`config.mk`:
```
export PLATFORM = sky130hd
export DESIGN_NAME = lsl_top
export DESIGN_NICKNAME = d
export VERILOG_FILES = /design/src/verilog/lsl_pkg.sv /design/src/verilog/lsl_stat_if.sv /design/src/verilog/lsl_status_cap.sv /design/src/verilog/lsl_sync.sv /design/src/verilog/lsl_top.sv
export SDC_FILE = /design/constraint.sdc
export NUM_CORES = 1
export LEC_CHECK = 0
export ABC_CLOCK_PERIOD_IN_PS = 3110
export BUFFER_PORTS_ARGS = -buffer_cell sky130_fd_sc_hd__buf_2
export CORE_MARGIN = 1
export CORE_UTILIZATION = 59
export CTS_CLUSTER_SIZE = 10
export DETAILED_ROUTE_END_ITERATION = 10
export PLACE_DENSITY_LB_ADDON = 0.3
export SLEW_MARGIN = 10
export SYNTH_ARGS = -nofsm -noshare
export SYNTH_HDL_FRONTEND = slang
export SYNTH_HIERARCHICAL = 1
export SYNTH_SLANG_ARGS = --single-unit
```
`constraint.sdc`:
```
create_clock -name aclk -period 3.11 [get_ports aclk]
set_input_delay 0.622 -clock aclk [delete_from_list [all_inputs] [get_ports aclk]]
set_output_delay 0.622 -clock aclk [all_outputs]
set_load 0.05 [all_outputs]
```
`src/verilog/lsl_pkg.sv`:
```
// Constants, register map and decode helpers for the LED on/off shift latch block
// Behaviour
// - Blanking low: each sink follows its on/off latch bit, one on, zero off; the software force-off bit also holds them off.
// - Blanking high forces all sixteen sinks off regardless of latch contents.
// - Shift register and on/off latch have no reset value; contents arbitrary until written.
// - Shift register and on/off latch are sixteen bits, one per sink.
// - Each shift clock rise shifts serial input into bit zero; serial output updates too.
// - Latch strobe rise copies shift register to latch and loads status word.
// - Blanking low: open-LED flag is one when channel on and low voltage seen.
// - Overtemp bit is one while overtemp seen; else status follows open-LED flags.
// - Overtemp never turns any sink off.
// - Status captured at blanking rise and held until blanking goes low; the code holds it until the next blanking rise.
// - Loaded status word shifts out bit by bit on shift clock rises.
// - Captured overtemp forces every open-LED status bit to one.
package lsl_pkg;

  localparam int N_CH = 16;
  localparam int ADDR_W = 8;

  localparam logic [7:0] OFS_CTRL = 8'h00;
  localparam logic [7:0] OFS_ONOFF = 8'h04;
  localparam logic [7:0] OFS_STATUS = 8'h08;
  localparam logic [7:0] OFS_LIVE = 8'h0C;
  localparam logic [7:0] OFS_IRQ_STAT = 8'h10;
  localparam logic [7:0] OFS_IRQ_MASK = 8'h14;

  localparam int CTRL_FORCE_OFF = 0;
  localparam int STAT_PTW_BIT = 16;
  localparam int STAT_ONTIME_BIT = 17;
  localparam int LIVE_BLANK_BIT = 16;
  localparam int LIVE_PTW_BIT = 17;

  localparam int IRQ_W = 3;
  localparam int IRQ_LATCH = 0;
  localparam int IRQ_CAPTURE = 1;
  localparam int IRQ_PTW = 2;

  localparam logic CTRL_RESET = 1'b0;
  localparam logic [2:0] IRQ_MASK_RESET = 3'h0;
  localparam logic [15:0] STATUS_RESET = 16'h0000;

  localparam logic [1:0] RESP_OKAY = 2'h0;
  localparam logic [1:0] RESP_SLVERR = 2'h2;

  localparam int CLK_MHZ = 20;
  localparam int ON_TIME_NS = 1000;
  localparam int ON_TIME_CYC = (ON_TIME_NS * CLK_MHZ + 999) / 1000;

  function automatic logic reg_known(input logic [7:0] addr);
    reg_known = (addr == OFS_CTRL) || (addr == OFS_ONOFF) || (addr == OFS_STATUS) ||
                (addr == OFS_LIVE) || (addr == OFS_IRQ_STAT) || (addr == OFS_IRQ_MASK);
  endfunction : reg_known

endpackage : lsl_pkg

```
`src/verilog/lsl_stat_if.sv`:
```
// Carrier between the core and the status capture unit
`timescale 1ns/1ps
interface lsl_stat_if;
  logic blank;
  logic blank_rise;
  logic overtemp;
  logic [15:0] low_volt;
  logic [15:0] onoff;
  logic [15:0] status_word;
  logic ptw_cap;
  logic ontime_ok;
  logic captured;

  modport cap
  (
    input blank, blank_rise, overtemp, low_volt, onoff,
    output status_word, ptw_cap, ontime_ok, captured
  );
  modport core
  (
    output blank, blank_rise, overtemp, low_volt, onoff,
    input status_word, ptw_cap, ontime_ok, captured
  );
endinterface : lsl_stat_if

```
`src/verilog/lsl_status_cap.sv`:
```
// Open-LED and overtemperature detection with status capture on blanking rise
`timescale 1ns/1ps
module lsl_status_cap (
  input wire logic aclk, // System clock
  input wire logic aresetn, // Synchronous reset, active low
  lsl_stat_if.cap st // Status carrier
);
  logic [15:0] open_q;
  logic ptw_q;
  logic [15:0] status_q;
  logic ptw_cap_q;
  logic ontime_ok_q;
  logic captured_q;
  logic [$clog2(lsl_pkg::ON_TIME_CYC+1)-1:0] on_cnt_q;

  // Flags are tracked while blanking is low so the value just before the rise is kept
  always_ff @(posedge aclk)
  begin
    if (!aresetn)
    begin
      open_q <= lsl_pkg::STATUS_RESET;
      ptw_q <= 1'b0;
    end
    else if (!st.blank)
    begin
      open_q <= st.onoff & st.low_volt;
      ptw_q <= st.overtemp;
    end
  end

  // Counts on-time so software can see whether the open-LED flags had time to settle
  always_ff @(posedge aclk)
  begin
    if (!aresetn || st.blank)
      on_cnt_q <= '0;
    else if (on_cnt_q != lsl_pkg::ON_TIME_CYC[$bits(on_cnt_q)-1:0])
      on_cnt_q <= on_cnt_q + 1'b1;
  end

  always_ff @(posedge aclk)
  begin
    if (!aresetn)
    begin
      status_q <= lsl_pkg::STATUS_RESET;
      ptw_cap_q <= 1'b0;
      ontime_ok_q <= 1'b0;
      captured_q <= 1'b0;
    end
    else
    begin
      captured_q <= st.blank_rise;
      if (st.blank_rise)
      begin
        status_q <= ptw_q ? {16{1'b1}} : open_q;
        ptw_cap_q <= ptw_q;
        ontime_ok_q <= (on_cnt_q == lsl_pkg::ON_TIME_CYC[$bits(on_cnt_q)-1:0]);
      end
    end
  end

  assign st.status_word = status_q;
  assign st.ptw_cap = ptw_cap_q;
  assign st.ontime_ok = ontime_ok_q;
  assign st.captured = captured_q;
endmodule : lsl_status_cap

```
`src/verilog/lsl_sync.sv`:
```
// Two-stage synchroniser with rising-edge detect for pin inputs
`timescale 1ns/1ps
module lsl_sync #(
  parameter int W = 1,
  parameter logic [W-1:0] INIT = '0
) (
  input wire logic aclk, // System clock
  input wire logic aresetn, // Synchronous reset, active low
  input wire logic [W-1:0] pin, // Asynchronous inputs
  output logic [W-1:0] level, // Synchronised level
  output logic [W-1:0] rise // One-cycle pulse on rising edge
);
  logic [W-1:0] s1_q;
  logic [W-1:0] s2_q;
  logic [W-1:0] s3_q;

  // Edge detect looks only at stages two and three, never at the metastable first stage
  always_ff @(posedge aclk)
  begin
    if (!aresetn)
    begin
      s1_q <= INIT;
      s2_q <= INIT;
      s3_q <= INIT;
    end
    else
    begin
      s1_q <= pin;
      s2_q <= s1_q;
      s3_q <= s2_q;
    end
  end

  assign level = s2_q;
  assign rise = s2_q & ~s3_q;
endmodule : lsl_sync

```
`src/verilog/lsl_top.sv`:
```
// LED sink on/off shift register, latch and status read-back with AXI4-Lite registers
`timescale 1ns/1ps
module lsl_top #(
  parameter int N = lsl_pkg::N_CH
) (
  input wire logic aclk, // System clock, 20 MHz
  input wire logic aresetn, // Synchronous reset, active low
  // Serial link pins, asynchronous to aclk
  input wire logic shift_clk, // Link shift clock
  input wire logic serial_in, // Serial data in
  input wire logic latch_strobe, // Latch strobe, rising edge acts
  input wire logic blank, // Blanking, high forces all sinks off
  output logic serial_out, // Serial data out
  // Sink and sensing
  output logic [N-1:0] sink_output, // Sink on, high per channel
  input wire logic [N-1:0] low_volt_det, // Per-channel low output voltage indication
  input wire logic overtemp_ind, // Overtemperature indication
  // AXI4-Lite slave
  input wire logic [7:0] s_axi_awaddr, // Write address
  input wire logic s_axi_awvalid, // Write address valid
  output logic s_axi_awready, // Write address ready
  input wire logic [31:0] s_axi_wdata, // Write data
  input wire logic [3:0] s_axi_wstrb, // Write strobes
  input wire logic s_axi_wvalid, // Write data valid
  output logic s_axi_wready, // Write data ready
  output logic [1:0] s_axi_bresp, // Write response
  output logic s_axi_bvalid, // Write response valid
  input wire logic s_axi_bready, // Write response ready
  input wire logic [7:0] s_axi_araddr, // Read address
  input wire logic s_axi_arvalid, // Read address valid
  output logic s_axi_arready, // Read address ready
  output logic [31:0] s_axi_rdata, // Read data
  output logic [1:0] s_axi_rresp, // Read response
  output logic s_axi_rvalid, // Read data valid
  input wire logic s_axi_rready, // Read data ready
  output logic irq // Interrupt, high while an unmasked event is pending
);

  lsl_stat_if st ();

  logic sclk_lvl;
  logic sclk_rise;
  logic sin_lvl;
  logic lat_lvl;
  logic lat_rise;
  logic blank_lvl;
  logic blank_rise;
  logic ptw_lvl;
  logic [N-1:0] lvd_lvl;

  // Blanking synchroniser starts high so sinks stay off through reset
  lsl_sync #(.W(1), .INIT(1'b1)) u_sync_blank (
    .aclk(aclk),
    .aresetn(aresetn),
    .pin(blank),
    .level(blank_lvl),
    .rise(blank_rise)
  );

  lsl_sync #(.W(1), .INIT(1'b0)) u_sync_sclk (
    .aclk(aclk),
    .aresetn(aresetn),
    .pin(shift_clk),
    .level(sclk_lvl),
    .rise(sclk_rise)
  );

  lsl_sync #(.W(1), .INIT(1'b0)) u_sync_lat (
    .aclk(aclk),
    .aresetn(aresetn),
    .pin(latch_strobe),
    .level(lat_lvl),
    .rise(lat_rise)
  );

  // Data and clock go through equal-depth synchronisers, so the sampled bit keeps its setup
  lsl_sync #(.W(1), .INIT(1'b0)) u_sync_sin (
    .aclk(aclk),
    .aresetn(aresetn),
    .pin(serial_in),
    .level(sin_lvl),
    .rise()
  );

  lsl_sync #(.W(1), .INIT(1'b0)) u_sync_ptw (
    .aclk(aclk),
    .aresetn(aresetn),
    .pin(overtemp_ind),
    .level(ptw_lvl),
    .rise()
  );

  lsl_sync #(.W(N), .INIT('0)) u_sync_lvd (
    .aclk(aclk),
    .aresetn(aresetn),
    .pin(low_volt_det),
    .level(lvd_lvl),
    .rise()
  );

  // Shift register and on/off latch

  logic [N-1:0] shift_q;
  logic [N-1:0] onoff_q;
  logic serial_out_q;

  // No reset on purpose: contents are undefined until the controller writes them
  always_ff @(posedge aclk)
  begin
    if (lat_rise)
      shift_q <= st.status_word;
    else if (sclk_rise)
      shift_q <= {shift_q[N-2:0], sin_lvl};
  end

  always_ff @(posedge aclk)
  begin
    if (lat_rise)
      onoff_q <= shift_q;
  end

  // Serial output tracks the shift register's top bit; reset only keeps the pin defined
  always_ff @(posedge aclk)
  begin
    if (!aresetn)
      serial_out_q <= 1'b0;
    else if (lat_rise)
      serial_out_q <= st.status_word[N-1];
    else if (sclk_rise)
      serial_out_q <= shift_q[N-2];
  end

  assign serial_out = serial_out_q;

  // Control register

  logic ctrl_force_off_q;

  // Overtemp has no path here: only blanking or the software override turn sinks off
  logic [N-1:0] sink_q;

  always_ff @(posedge aclk)
  begin
    if (!aresetn)
      sink_q <= '0;
    else if (blank_lvl || ctrl_force_off_q)
      sink_q <= '0;
    else
      sink_q <= onoff_q;
  end

  assign sink_output = sink_q;

  // Status capture unit

  assign st.blank = blank_lvl;
  assign st.blank_rise = blank_rise;
  assign st.overtemp = ptw_lvl;
  assign st.low_volt = lvd_lvl;
  assign st.onoff = sink_q;

  lsl_status_cap u_cap (
    .aclk(aclk),
    .aresetn(aresetn),
    .st(st.cap)
  );

  // AXI4-Lite write path: address and data are taken independently

  logic aw_full_q;
  logic w_full_q;
  logic [7:0] aw_addr_q;
  logic [31:0] w_data_q;
  logic [3:0] w_strb_q;
  logic bvalid_q;
  logic [1:0] bresp_q;
  logic wr_fire;

  assign s_axi_awready = !aw_full_q && !bvalid_q;
  assign s_axi_wready = !w_full_q && !bvalid_q;
  assign wr_fire = aw_full_q && w_full_q && !bvalid_q;

  always_ff @(posedge aclk)
  begin
    if (!aresetn)
    begin
      aw_full_q <= 1'b0;
      aw_addr_q <= 8'h00;
    end
    else if (s_axi_awvalid && s_axi_awready)
    begin
      aw_full_q <= 1'b1;
      aw_addr_q <= s_axi_awaddr;
    end
    else if (wr_fire)
      aw_full_q <= 1'b0;
  end

  always_ff @(posedge aclk)
  begin
    if (!aresetn)
    begin
      w_full_q <= 1'b0;
      w_data_q <= 32'h00000000;
      w_strb_q <= 4'h0;
    end
    else if (s_axi_wvalid && s_axi_wready)
    begin
      w_full_q <= 1'b1;
      w_data_q <= s_axi_wdata;
      w_strb_q <= s_axi_wstrb;
    end
    else if (wr_fire)
      w_full_q <= 1'b0;
  end

  always_ff @(posedge aclk)
  begin
    if (!aresetn)
    begin
      bvalid_q <= 1'b0;
      bresp_q <= lsl_pkg::RESP_OKAY;
    end
    else if (wr_fire)
    begin
      bvalid_q <= 1'b1;
      bresp_q <= lsl_pkg::reg_known(aw_addr_q) ? lsl_pkg::RESP_OKAY : lsl_pkg::RESP_SLVERR;
    end
    else if (s_axi_bready)
      bvalid_q <= 1'b0;
  end

  assign s_axi_bvalid = bvalid_q;
  assign s_axi_bresp = bresp_q;

  logic wr_ctrl;
  logic wr_irq_stat;
  logic wr_irq_mask;

  // Only byte lane 0 carries writable bits
  assign wr_ctrl = wr_fire && (aw_addr_q == lsl_pkg::OFS_CTRL) && w_strb_q[0];
  assign wr_irq_stat = wr_fire && (aw_addr_q == lsl_pkg::OFS_IRQ_STAT) && w_strb_q[0];
  assign wr_irq_mask = wr_fire && (aw_addr_q == lsl_pkg::OFS_IRQ_MASK) && w_strb_q[0];

  always_ff @(posedge aclk)
  begin
    if (!aresetn)
      ctrl_force_off_q <= lsl_pkg::CTRL_RESET;
    else if (wr_ctrl)
      ctrl_force_off_q <= w_data_q[lsl_pkg::CTRL_FORCE_OFF];
  end

  // Interrupt status and mask

  logic [lsl_pkg::IRQ_W-1:0] irq_stat_q;
  logic [lsl_pkg::IRQ_W-1:0] irq_mask_q;
  logic [lsl_pkg::IRQ_W-1:0] irq_evt;
  logic [lsl_pkg::IRQ_W-1:0] irq_clr;

  assign irq_evt[lsl_pkg::IRQ_LATCH] = lat_rise;
  assign irq_evt[lsl_pkg::IRQ_CAPTURE] = st.captured;
  assign irq_evt[lsl_pkg::IRQ_PTW] = st.captured && st.ptw_cap;
  assign irq_clr = wr_irq_stat ? w_data_q[lsl_pkg::IRQ_W-1:0] : '0;

  // A new event in the clearing cycle survives the write-one-to-clear
  always_ff @(posedge aclk)
  begin
    if (!aresetn)
      irq_stat_q <= '0;
    else
      irq_stat_q <= (irq_stat_q & ~irq_clr) | irq_evt;
  end

  always_ff @(posedge aclk)
  begin
    if (!aresetn)
      irq_mask_q <= lsl_pkg::IRQ_MASK_RESET;
    else if (wr_irq_mask)
      irq_mask_q <= w_data_q[lsl_pkg::IRQ_W-1:0];
  end

  always_ff @(posedge aclk)
  begin
    if (!aresetn)
      irq <= 1'b0;
    else
      irq <= |(irq_stat_q & irq_mask_q);
  end

  // AXI4-Lite read path: one read outstanding, answer one cycle after acceptance

  logic rvalid_q;
  logic [31:0] rdata_q;
  logic [1:0] rresp_q;
  logic [31:0] rd_mux;

  assign s_axi_arready = !rvalid_q;

  always_comb
  begin
    rd_mux = 32'h00000000;
    case (s_axi_araddr)
      lsl_pkg::OFS_CTRL:
        rd_mux[lsl_pkg::CTRL_FORCE_OFF] = ctrl_force_off_q;
      lsl_pkg::OFS_ONOFF:
        rd_mux[N-1:0] = onoff_q;
      lsl_pkg::OFS_STATUS:
      begin
        rd_mux[N-1:0] = st.status_word;
        rd_mux[lsl_pkg::STAT_PTW_BIT] = st.ptw_cap;
        rd_mux[lsl_pkg::STAT_ONTIME_BIT] = st.ontime_ok;
      end
      lsl_pkg::OFS_LIVE:
      begin
        rd_mux[N-1:0] = sink_q;
        rd_mux[lsl_pkg::LIVE_BLANK_BIT] = blank_lvl;
        rd_mux[lsl_pkg::LIVE_PTW_BIT] = ptw_lvl;
      end
      lsl_pkg::OFS_IRQ_STAT:
        rd_mux[lsl_pkg::IRQ_W-1:0] = irq_stat_q;
      lsl_pkg::OFS_IRQ_MASK:
        rd_mux[lsl_pkg::IRQ_W-1:0] = irq_mask_q;
      default:
        rd_mux = 32'h00000000;
    endcase
  end

  always_ff @(posedge aclk)
  begin
    if (!aresetn)
    begin
      rvalid_q <= 1'b0;
      rdata_q <= 32'h00000000;
      rresp_q <= lsl_pkg::RESP_OKAY;
    end
    else if (s_axi_arvalid && s_axi_arready)
    begin
      rvalid_q <= 1'b1;
      rdata_q <= rd_mux;
      rresp_q <= lsl_pkg::reg_known(s_axi_araddr) ? lsl_pkg::RESP_OKAY : lsl_pkg::RESP_SLVERR;
    end
    else if (s_axi_rready)
      rvalid_q <= 1'b0;
  end

  assign s_axi_rvalid = rvalid_q;
  assign s_axi_rdata = rdata_q;
  assign s_axi_rresp = rresp_q;

  // Shift clock level is only used through its edge; kept for symmetry of the synchronisers
  logic unused_lvl;
  assign unused_lvl = sclk_lvl ^ lat_lvl;

endmodule : lsl_top
```
==> results by stage, run 1 <==
Route:
- The iteration count of the initial detailed-routing pass is 5.
- The number of antenna-violating nets in the routed design is 0.
- The total DRC errors in the routed layout is 0.
- The routed layout has 4344 vias.
- The via density per instance is 5.38.
- The sum of routed wire length over all layers is 13300 um.
- After the first detailed-routing iteration, the DRC count stood at 234.
- The wire length per cell is 16.4 um.

Setup path:
- Counting both buffers and inverters, the worst setup path holds a total of 1.
- The endpoint of the most critical register-to-register path is u_cap/st.status_word[7].
- The critical path is of the reg -> reg type.
- The dominant delay contributor by cell family on the critical path is simple AND/OR/NAND/NOR gates.
- The worst register-to-register path has a depth of 4.
- The signal on the critical path passes through buf_4, nor2b_4, nand2b_4, o221a_2.
- The termination of the worst setup path is u_cap/st.status_word[7].
- The first element of the critical path is u_sync_blank/level.
- For the worst setup path, the data required time is 3430 ps.
- The critical path crosses 4 cells after its start point.
- The reg-to-reg setup timing slack is 1240 ps.
- On the critical path, the stage with the largest delay is an instance of nor2b_4.
- The worst-path maximum fanout is 38.
- STA puts the critical path data arrival time at 2190 ps.
- For this run, the slowest stage of the critical path takes 580 ps.
- The critical register-to-register path startpoint is u_sync_blank/level.
- The startpoint type of the worst setup path is a flop.
- The kind of capture point of the worst setup path is a flop.

Global routing:
- The maximum number of pins on one net before global-route repair is 95.
- The first global-routing pass estimated 21100 um of wire.
- The via count of the first global-routing pass is 4203.
- Global routing finished with a remaining overflow of 0.
- Across every metal layer, demand over resource in global routing totals 24.0%.
- The initial antenna violation count is 0.

Placed design:
- Detailed placement ended at an HPWL of 8830 um.
- Input and output buffers added on the ports amount to 90.
- The routability congestion estimate is 0.803.

Timing:
- Dividing the final minimum period by the clock period gives 60.1%.
- The final-layout setup total negative slack is 0 ps.
- For the pin with the worst max-slew slack, the measured transition is 756 ps.
- Setup repair after global routing left no endpoint under its margin.
- The worst-case headroom to the max-slew limit is 49.6%.
- The final number of max-transition violations came to 0.
- The final period demand of the worst path is 1870 ps.
- The count of final setup violators is 0.
- The highest clock rate is 0.535 GHz.
- The post-route clock skew is 7.13 ps.
- The number of failing hold endpoints at the final stage is 0.

Run status:
- The flow ran to the end, and the final reports show no timing, DRC or antenna violations.

Clock network:
- Counting the buffers created by CTS gives 17.
- In this run the deepest clock path goes through 2 buffers.
- The number of gates resized after CTS is 0.
- Clock tree synthesis selected as its root buffer the cell clkbuf_16.
- The total of hold buffers inserted after clock tree synthesis is 0.
- The clock-pin slew of the registers on the worst-case setup and hold paths is 60 ps.
- The clock drives 179 sinks.
- Post-CTS timing repair inserted 0 buffers for setup.
- CTS built an H-tree with a depth of 4.
- The TritonCTS clock tree is yes.
- The worst-skew pair later-pin latency is 430 ps.

Logic synthesis:
- Synthesis produced a netlist whose cell count is 569.
- The average instance in the mapped netlist occupies 11.8 sq um.
- The number of warning messages in the yosys log is 6.
- The post-synth design cell area is 6700 sq um.

Min path:
- The worst hold path belongs to the class in -> reg.

Die:
- The core region is 10900 sq um.
- The number of top-level pins is 139.
- The horizontal extent of the die is 109 um.
- The height of the chip is 109 um.
- The area of the die is 11800 sq um.
- For this configuration, the core starts out at a cell density of 61.3%.
- The placement row count is 38.

Layout:
- For this run, the share of the core covered by cells in the final layout is 70.3%.
- 0 antenna diodes ended up in the layout.
- Of the cells placed in the final design, the portion with a size suffix greater than 1 is 27.2%.
- Relative to the synthesized area, the layout overhead comes to 14.7%.
- The final net count is 737.

Flow run:
- Across the run, the number of max-cap violations was 0.

Power:
- In this run the static leakage power is 0.00307 uW.
- The power per standard cell area is 616 nW/um^2.
- IR analysis of the VDD net gives a maximum drop of 0.437 mV.
worst min-delay path by stage:
| stage | startpoint | endpoint | slack (ps) | cells past startpoint |
|---|---|---|---|---|
| final | blank | u_sync_blank/s1_q | 380 | 2 |
| after floorplan | u_sync_blank/s1_q | u_sync_blank/level | 390 | 1 |
| after detailed placement | u_sync_blank/s1_q | u_sync_blank/level | 400 | 1 |
| after global placement | u_sync_blank/s1_q | u_sync_blank/level | 390 | 1 |
| after CTS | blank | u_sync_blank/s1_q | 370 | 2 |
| after global routing | blank | u_sync_blank/s1_q | 370 | 2 |
sequential cells by signal, summed over array words and instances, names as in the netlist, 3 cells and up:
signal / cells
u_sync_lvd/level: 16
shift_q: 16
w_data_q: 3
irq_stat_q: 3
u_cap/st.status_word: 16
u_sync_lvd/s1_q: 16
irq_mask_q: 3
sink_output: 16
u_cap/open_q: 16
onoff_q: 16
u_cap/on_cnt_q: 5
aw_addr_q: 8
s_axi_rdata: 18
final cells by class:
cell class / instances / area [sq um]
Tap cell: 140 / 175
Inverter: 8 / 30.0
Clock inverter: 10 / 87.6
Fill cell: 794 / 3250
Timing Repair Buffer: 100 / 526
Multi-Input combinational cell: 349 / 2520
Clock buffer: 22 / 444
Sequential cell: 179 / 3900
metal layers:
metal	GRT usage (%)	vias up	wire length [um]
met5	0	-	0
met4	8.40	0	157
met3	6.39	14	816
met2	38.5	173	6220
met1	31.4	2022	6080
li1	-	2135	-
cell usage in the layout (no fill, tap or decap), types with 5 or more instances in the layout:
cell,n
and2_1,74
o21ai_0,18
clkbuf_16,17
o221a_1,7
buf_2,90
mux2_2,36
a21oi_1,8
o2bb2ai_1,13
mux2i_1,20
nand3_1,6
o221a_2,9
nor2b_1,6
nor2_1,21
edfxtp_1,32
inv_1,8
clkbuf_1,5
conb_1,16
nand2_1,42
buf_4,10
nand2b_1,9
a22oi_1,15
dfxtp_1,147
where the power goes:
group | leakage (uW) | switching [uW] | total, uW | internal, uW
clock network | 0.000251 | 824 | 1920 | 1090
registers | 0.00150 | 43.3 | 2480 | 2440
logic | 0.00132 | 216 | 340 | 124
stage by stage:
step / cells / total power, uW / cell area [sq um] / hold slack, ps / worst slack, ps
2_1_floorplan: 584 / 2790 / 6760 / 386 / 1090
3_3_place_gp: 776 / 2850 / 7150 / 390 / 885
3_5_place_dp: 776 / 2870 / 7150 / 396 / 785
4_1_cts: 808 / 4770 / 7680 / 367 / 1100
5_1_grt: 808 / 4900 / 7690 / 373 / 1120
6_report: 808 / 4740 / 7690 / 379 / 1240
(Power assumes the default switching activity.)
==> run 2, diff against run 1 <==
Settings changed: ABC_CLOCK_PERIOD_IN_PS 3110 to 1900, CORE_UTILIZATION 59 to 55.
Clock period 3.11 ns to 1.9 ns, I/O delays scaled along.
==> results by stage, run 2 (same netlist as run 1, synthesis figures left out) <==
Run status:
- The flow ran to the end, and the final reports show no timing, DRC or antenna violations.

Layout:
- The total area of multi-input combinational cells is 2510 sq um.
- The library cells used most frequently in the layout, excluding fill and tap cells, are dfxtp_1, buf_2, and2_1.
- The register area is 3910 sq um.
- The filler cell count in the final layout is 852.
- The repair_antennas step left the layout with diodes totalling 0.
- The area growth from synthesis to layout is 16.5%.
- The final net count is 739.
- The fraction of final layout cells sized beyond drive strength 1 is 28.1%.
- The flip-flop count of the largest register after layout is 18.
- Leaving out fill and tap cells, the most frequent cell in the layout is dfxtp_1.

Timing:
- Setup repair after global routing left no endpoint under its margin.
- The number of failing hold endpoints at the final stage is 0.
- The final-layout setup total negative slack is 0 ps.
- Subtracting the final worst setup slack from the clock period gives 1620 ps.
- At the pin with the least slew margin, the transition time is 581 ps.
- The share of the clock period used by the worst path is 85.2%.
- The worst-case headroom to the max-slew limit is 61.1%.
- The highest clock rate is 0.618 GHz.
- The final number of max-transition violations is 0.
- Clock skew on the completed layout was measured at 8.82 ps.
- The count of final setup violators is 0.

Global routing:
- Entering global routing, the biggest net connects 95 pins.
- The initial antenna violation count is 0.
- The total overflow left after global routing is 0.
- The via count of the first global-routing pass is 4229.
- The first global-routing pass estimated 21600 um of wire.
- Global routing used 22.4% of the available tracks.

Route:
- The iteration count of the initial detailed-routing pass is 6.
- After detailed routing, the number of remaining DRC violations is 0.
- Summed over all layers, the routed wires come to 13300 um.
- The wire length per cell is 16.4 um.
- The initial detailed-routing violation count is 355.
- After detailed routing, the number of vias per cell comes to 5.42.
- The via count is 4408.
- The number of antenna-violating nets in the routed design is 0.

Setup path:
- STA puts the critical path data arrival time at 1900 ps.
- The first element of the critical path is aw_addr_q[1].
- The worst setup path is captured at a flop.
- The worst setup path is of the reg -> reg kind.
- For this design, the slowest cell found on the critical path is or4_4.
- Walking the worst path, the cells encountered are or4_4, nor4_2, a311oi_1.
- Counting both buffers and inverters, the worst setup path holds a total of 0.
- The startpoint type of the worst setup path is a flop.
- The dominant delay contributor by cell family on the critical path is simple AND/OR/NAND/NOR gates.
- Data on the critical path is required at its endpoint by 2180 ps.
- Across all register-to-register paths, the minimum setup slack is 280 ps.
- The endpoint of the most critical register-to-register path is irq_stat_q[2].
- The worst register-to-register path has a depth of 3.
- The critical path crosses 3 cells after its start point.
- The delay of the slowest critical-path stage is 580 ps.
- In this run the worst path has a maximum fanout of 4.
- The termination of the worst setup path is irq_stat_q[2].
- The worst register-to-register path begins at aw_addr_q[1].

Clock network:
- The clock tree synthesis step divided the H-tree into 4 levels.
- The clock-pin slew of the registers on the worst-case setup and hold paths is 60 ps.
- The number of buffers inserted during clock tree synthesis is 17.
- The number of setup buffers added after CTS is 0.
- After clock tree synthesis, the flow added hold-fix buffers numbering 0.
- The worst-skew pair later-pin latency is 420 ps.
- TritonCTS built the clock tree.
- The cell chosen for the clock root is clkbuf_16.
- Once the clock tree was built, the resizer swapped 0 gates to a different size.
- Counting along the longest clock path gives a buffer depth of 2.
- Counting every sink on the clock net gives 179.

Placed design:
- The congestion estimate from routability-driven global placement came to 0.818.
- During placement, the flow inserted port buffers numbering 90.
- Detailed placement finished with a half-perimeter wire length of 8840 um.

Die:
- The horizontal extent of the die is 112 um.
- The height of the chip is 112 um.
- The area of the die is 12600 sq um.
- The placement row count is 39.
- The effective utilization at floorplan is 57.4%.
- In this run the count of I/O pins placed on the die edge is 139.
- In this run the standard cell core region covers 11700 sq um.

Power:
- The worst-case IR drop observed on VDD is 0.649 mV.
- Summing internal, switching and leakage power gives 8150 uW.
- The total leakage power is 0.00314 uW.
- Power spread over the standard cell area amounts to 1040 nW/um^2.

Flow run:
- Across the run, the number of max-cap violations was 0.

Min path:
- The type of the worst min-delay path is in -> reg.
[run 2: cell types whose count changed in the layout (fill, tap and decap cells not counted), moves of 2 or more]
cell,change
clkinv_1,-3
clkinv_4,-3
clkbuf_8,+2
buf_12,+2
clkbuf_16,+2
[run 2: power by group]
group	switching [uW]	total, uW	leakage (uW)	internal, uW
clock	1350	3520	0.000298	2170
sequential	75.7	4060	0.00150	3990
combinational	354	560	0.00134	207
total	1780	8150	0.00314	6360
[run 2: area by class of cell]
type	instances	area share [%]
Multi-Input combinational cell	349	32.2
Inverter	8	0.385
Clock inverter	7	1.19
Clock buffer	25	6.64
Sequential cell	179	50.0
Tap cell	143	2.29
Timing Repair Buffer	102	7.25
[run 2: how the worst min path moves through the flow]
stage	startpoint	endpoint	slack, ps	depth (start not counted)
after floorplan	u_sync_blank/s1_q	u_sync_blank/level	390	1
after global placement	u_sync_blank/s1_q	u_sync_blank/level	400	1
after detailed placement	u_sync_blank/s1_q	u_sync_blank/level	400	1
after CTS	blank	u_sync_blank/s1_q	130	2
after global routing	blank	u_sync_blank/s1_q	150	2
final	blank	u_sync_blank/s1_q	140	2
[run 2: layer usage]
| layer | up-vias | wire length [um] | GRT usage (%) |
|---|---|---|---|
| li1 | 2151 | - | - |
| met1 | 2065 | 5870 | 29.6 |
| met2 | 172 | 6200 | 35.2 |
| met3 | 20 | 1060 | 5.94 |
| met4 | 0 | 213 | 9.07 |
| met5 | - | 0 | 0 |
[run 2: through the flow]
step                util (%)  cells  hold slack (ps)  instance area (sq um)  setup slack, ps
floorplan                  -    584              386                   6760             29.3
global placement        61.7    781              397                   7190              253
detailed placement      61.7    781              400                   7190              273
CTS                     66.9    813              128                   7800              267
global route            66.9    813              150                   7800              255
finish                  66.9    813              145                   7800              282
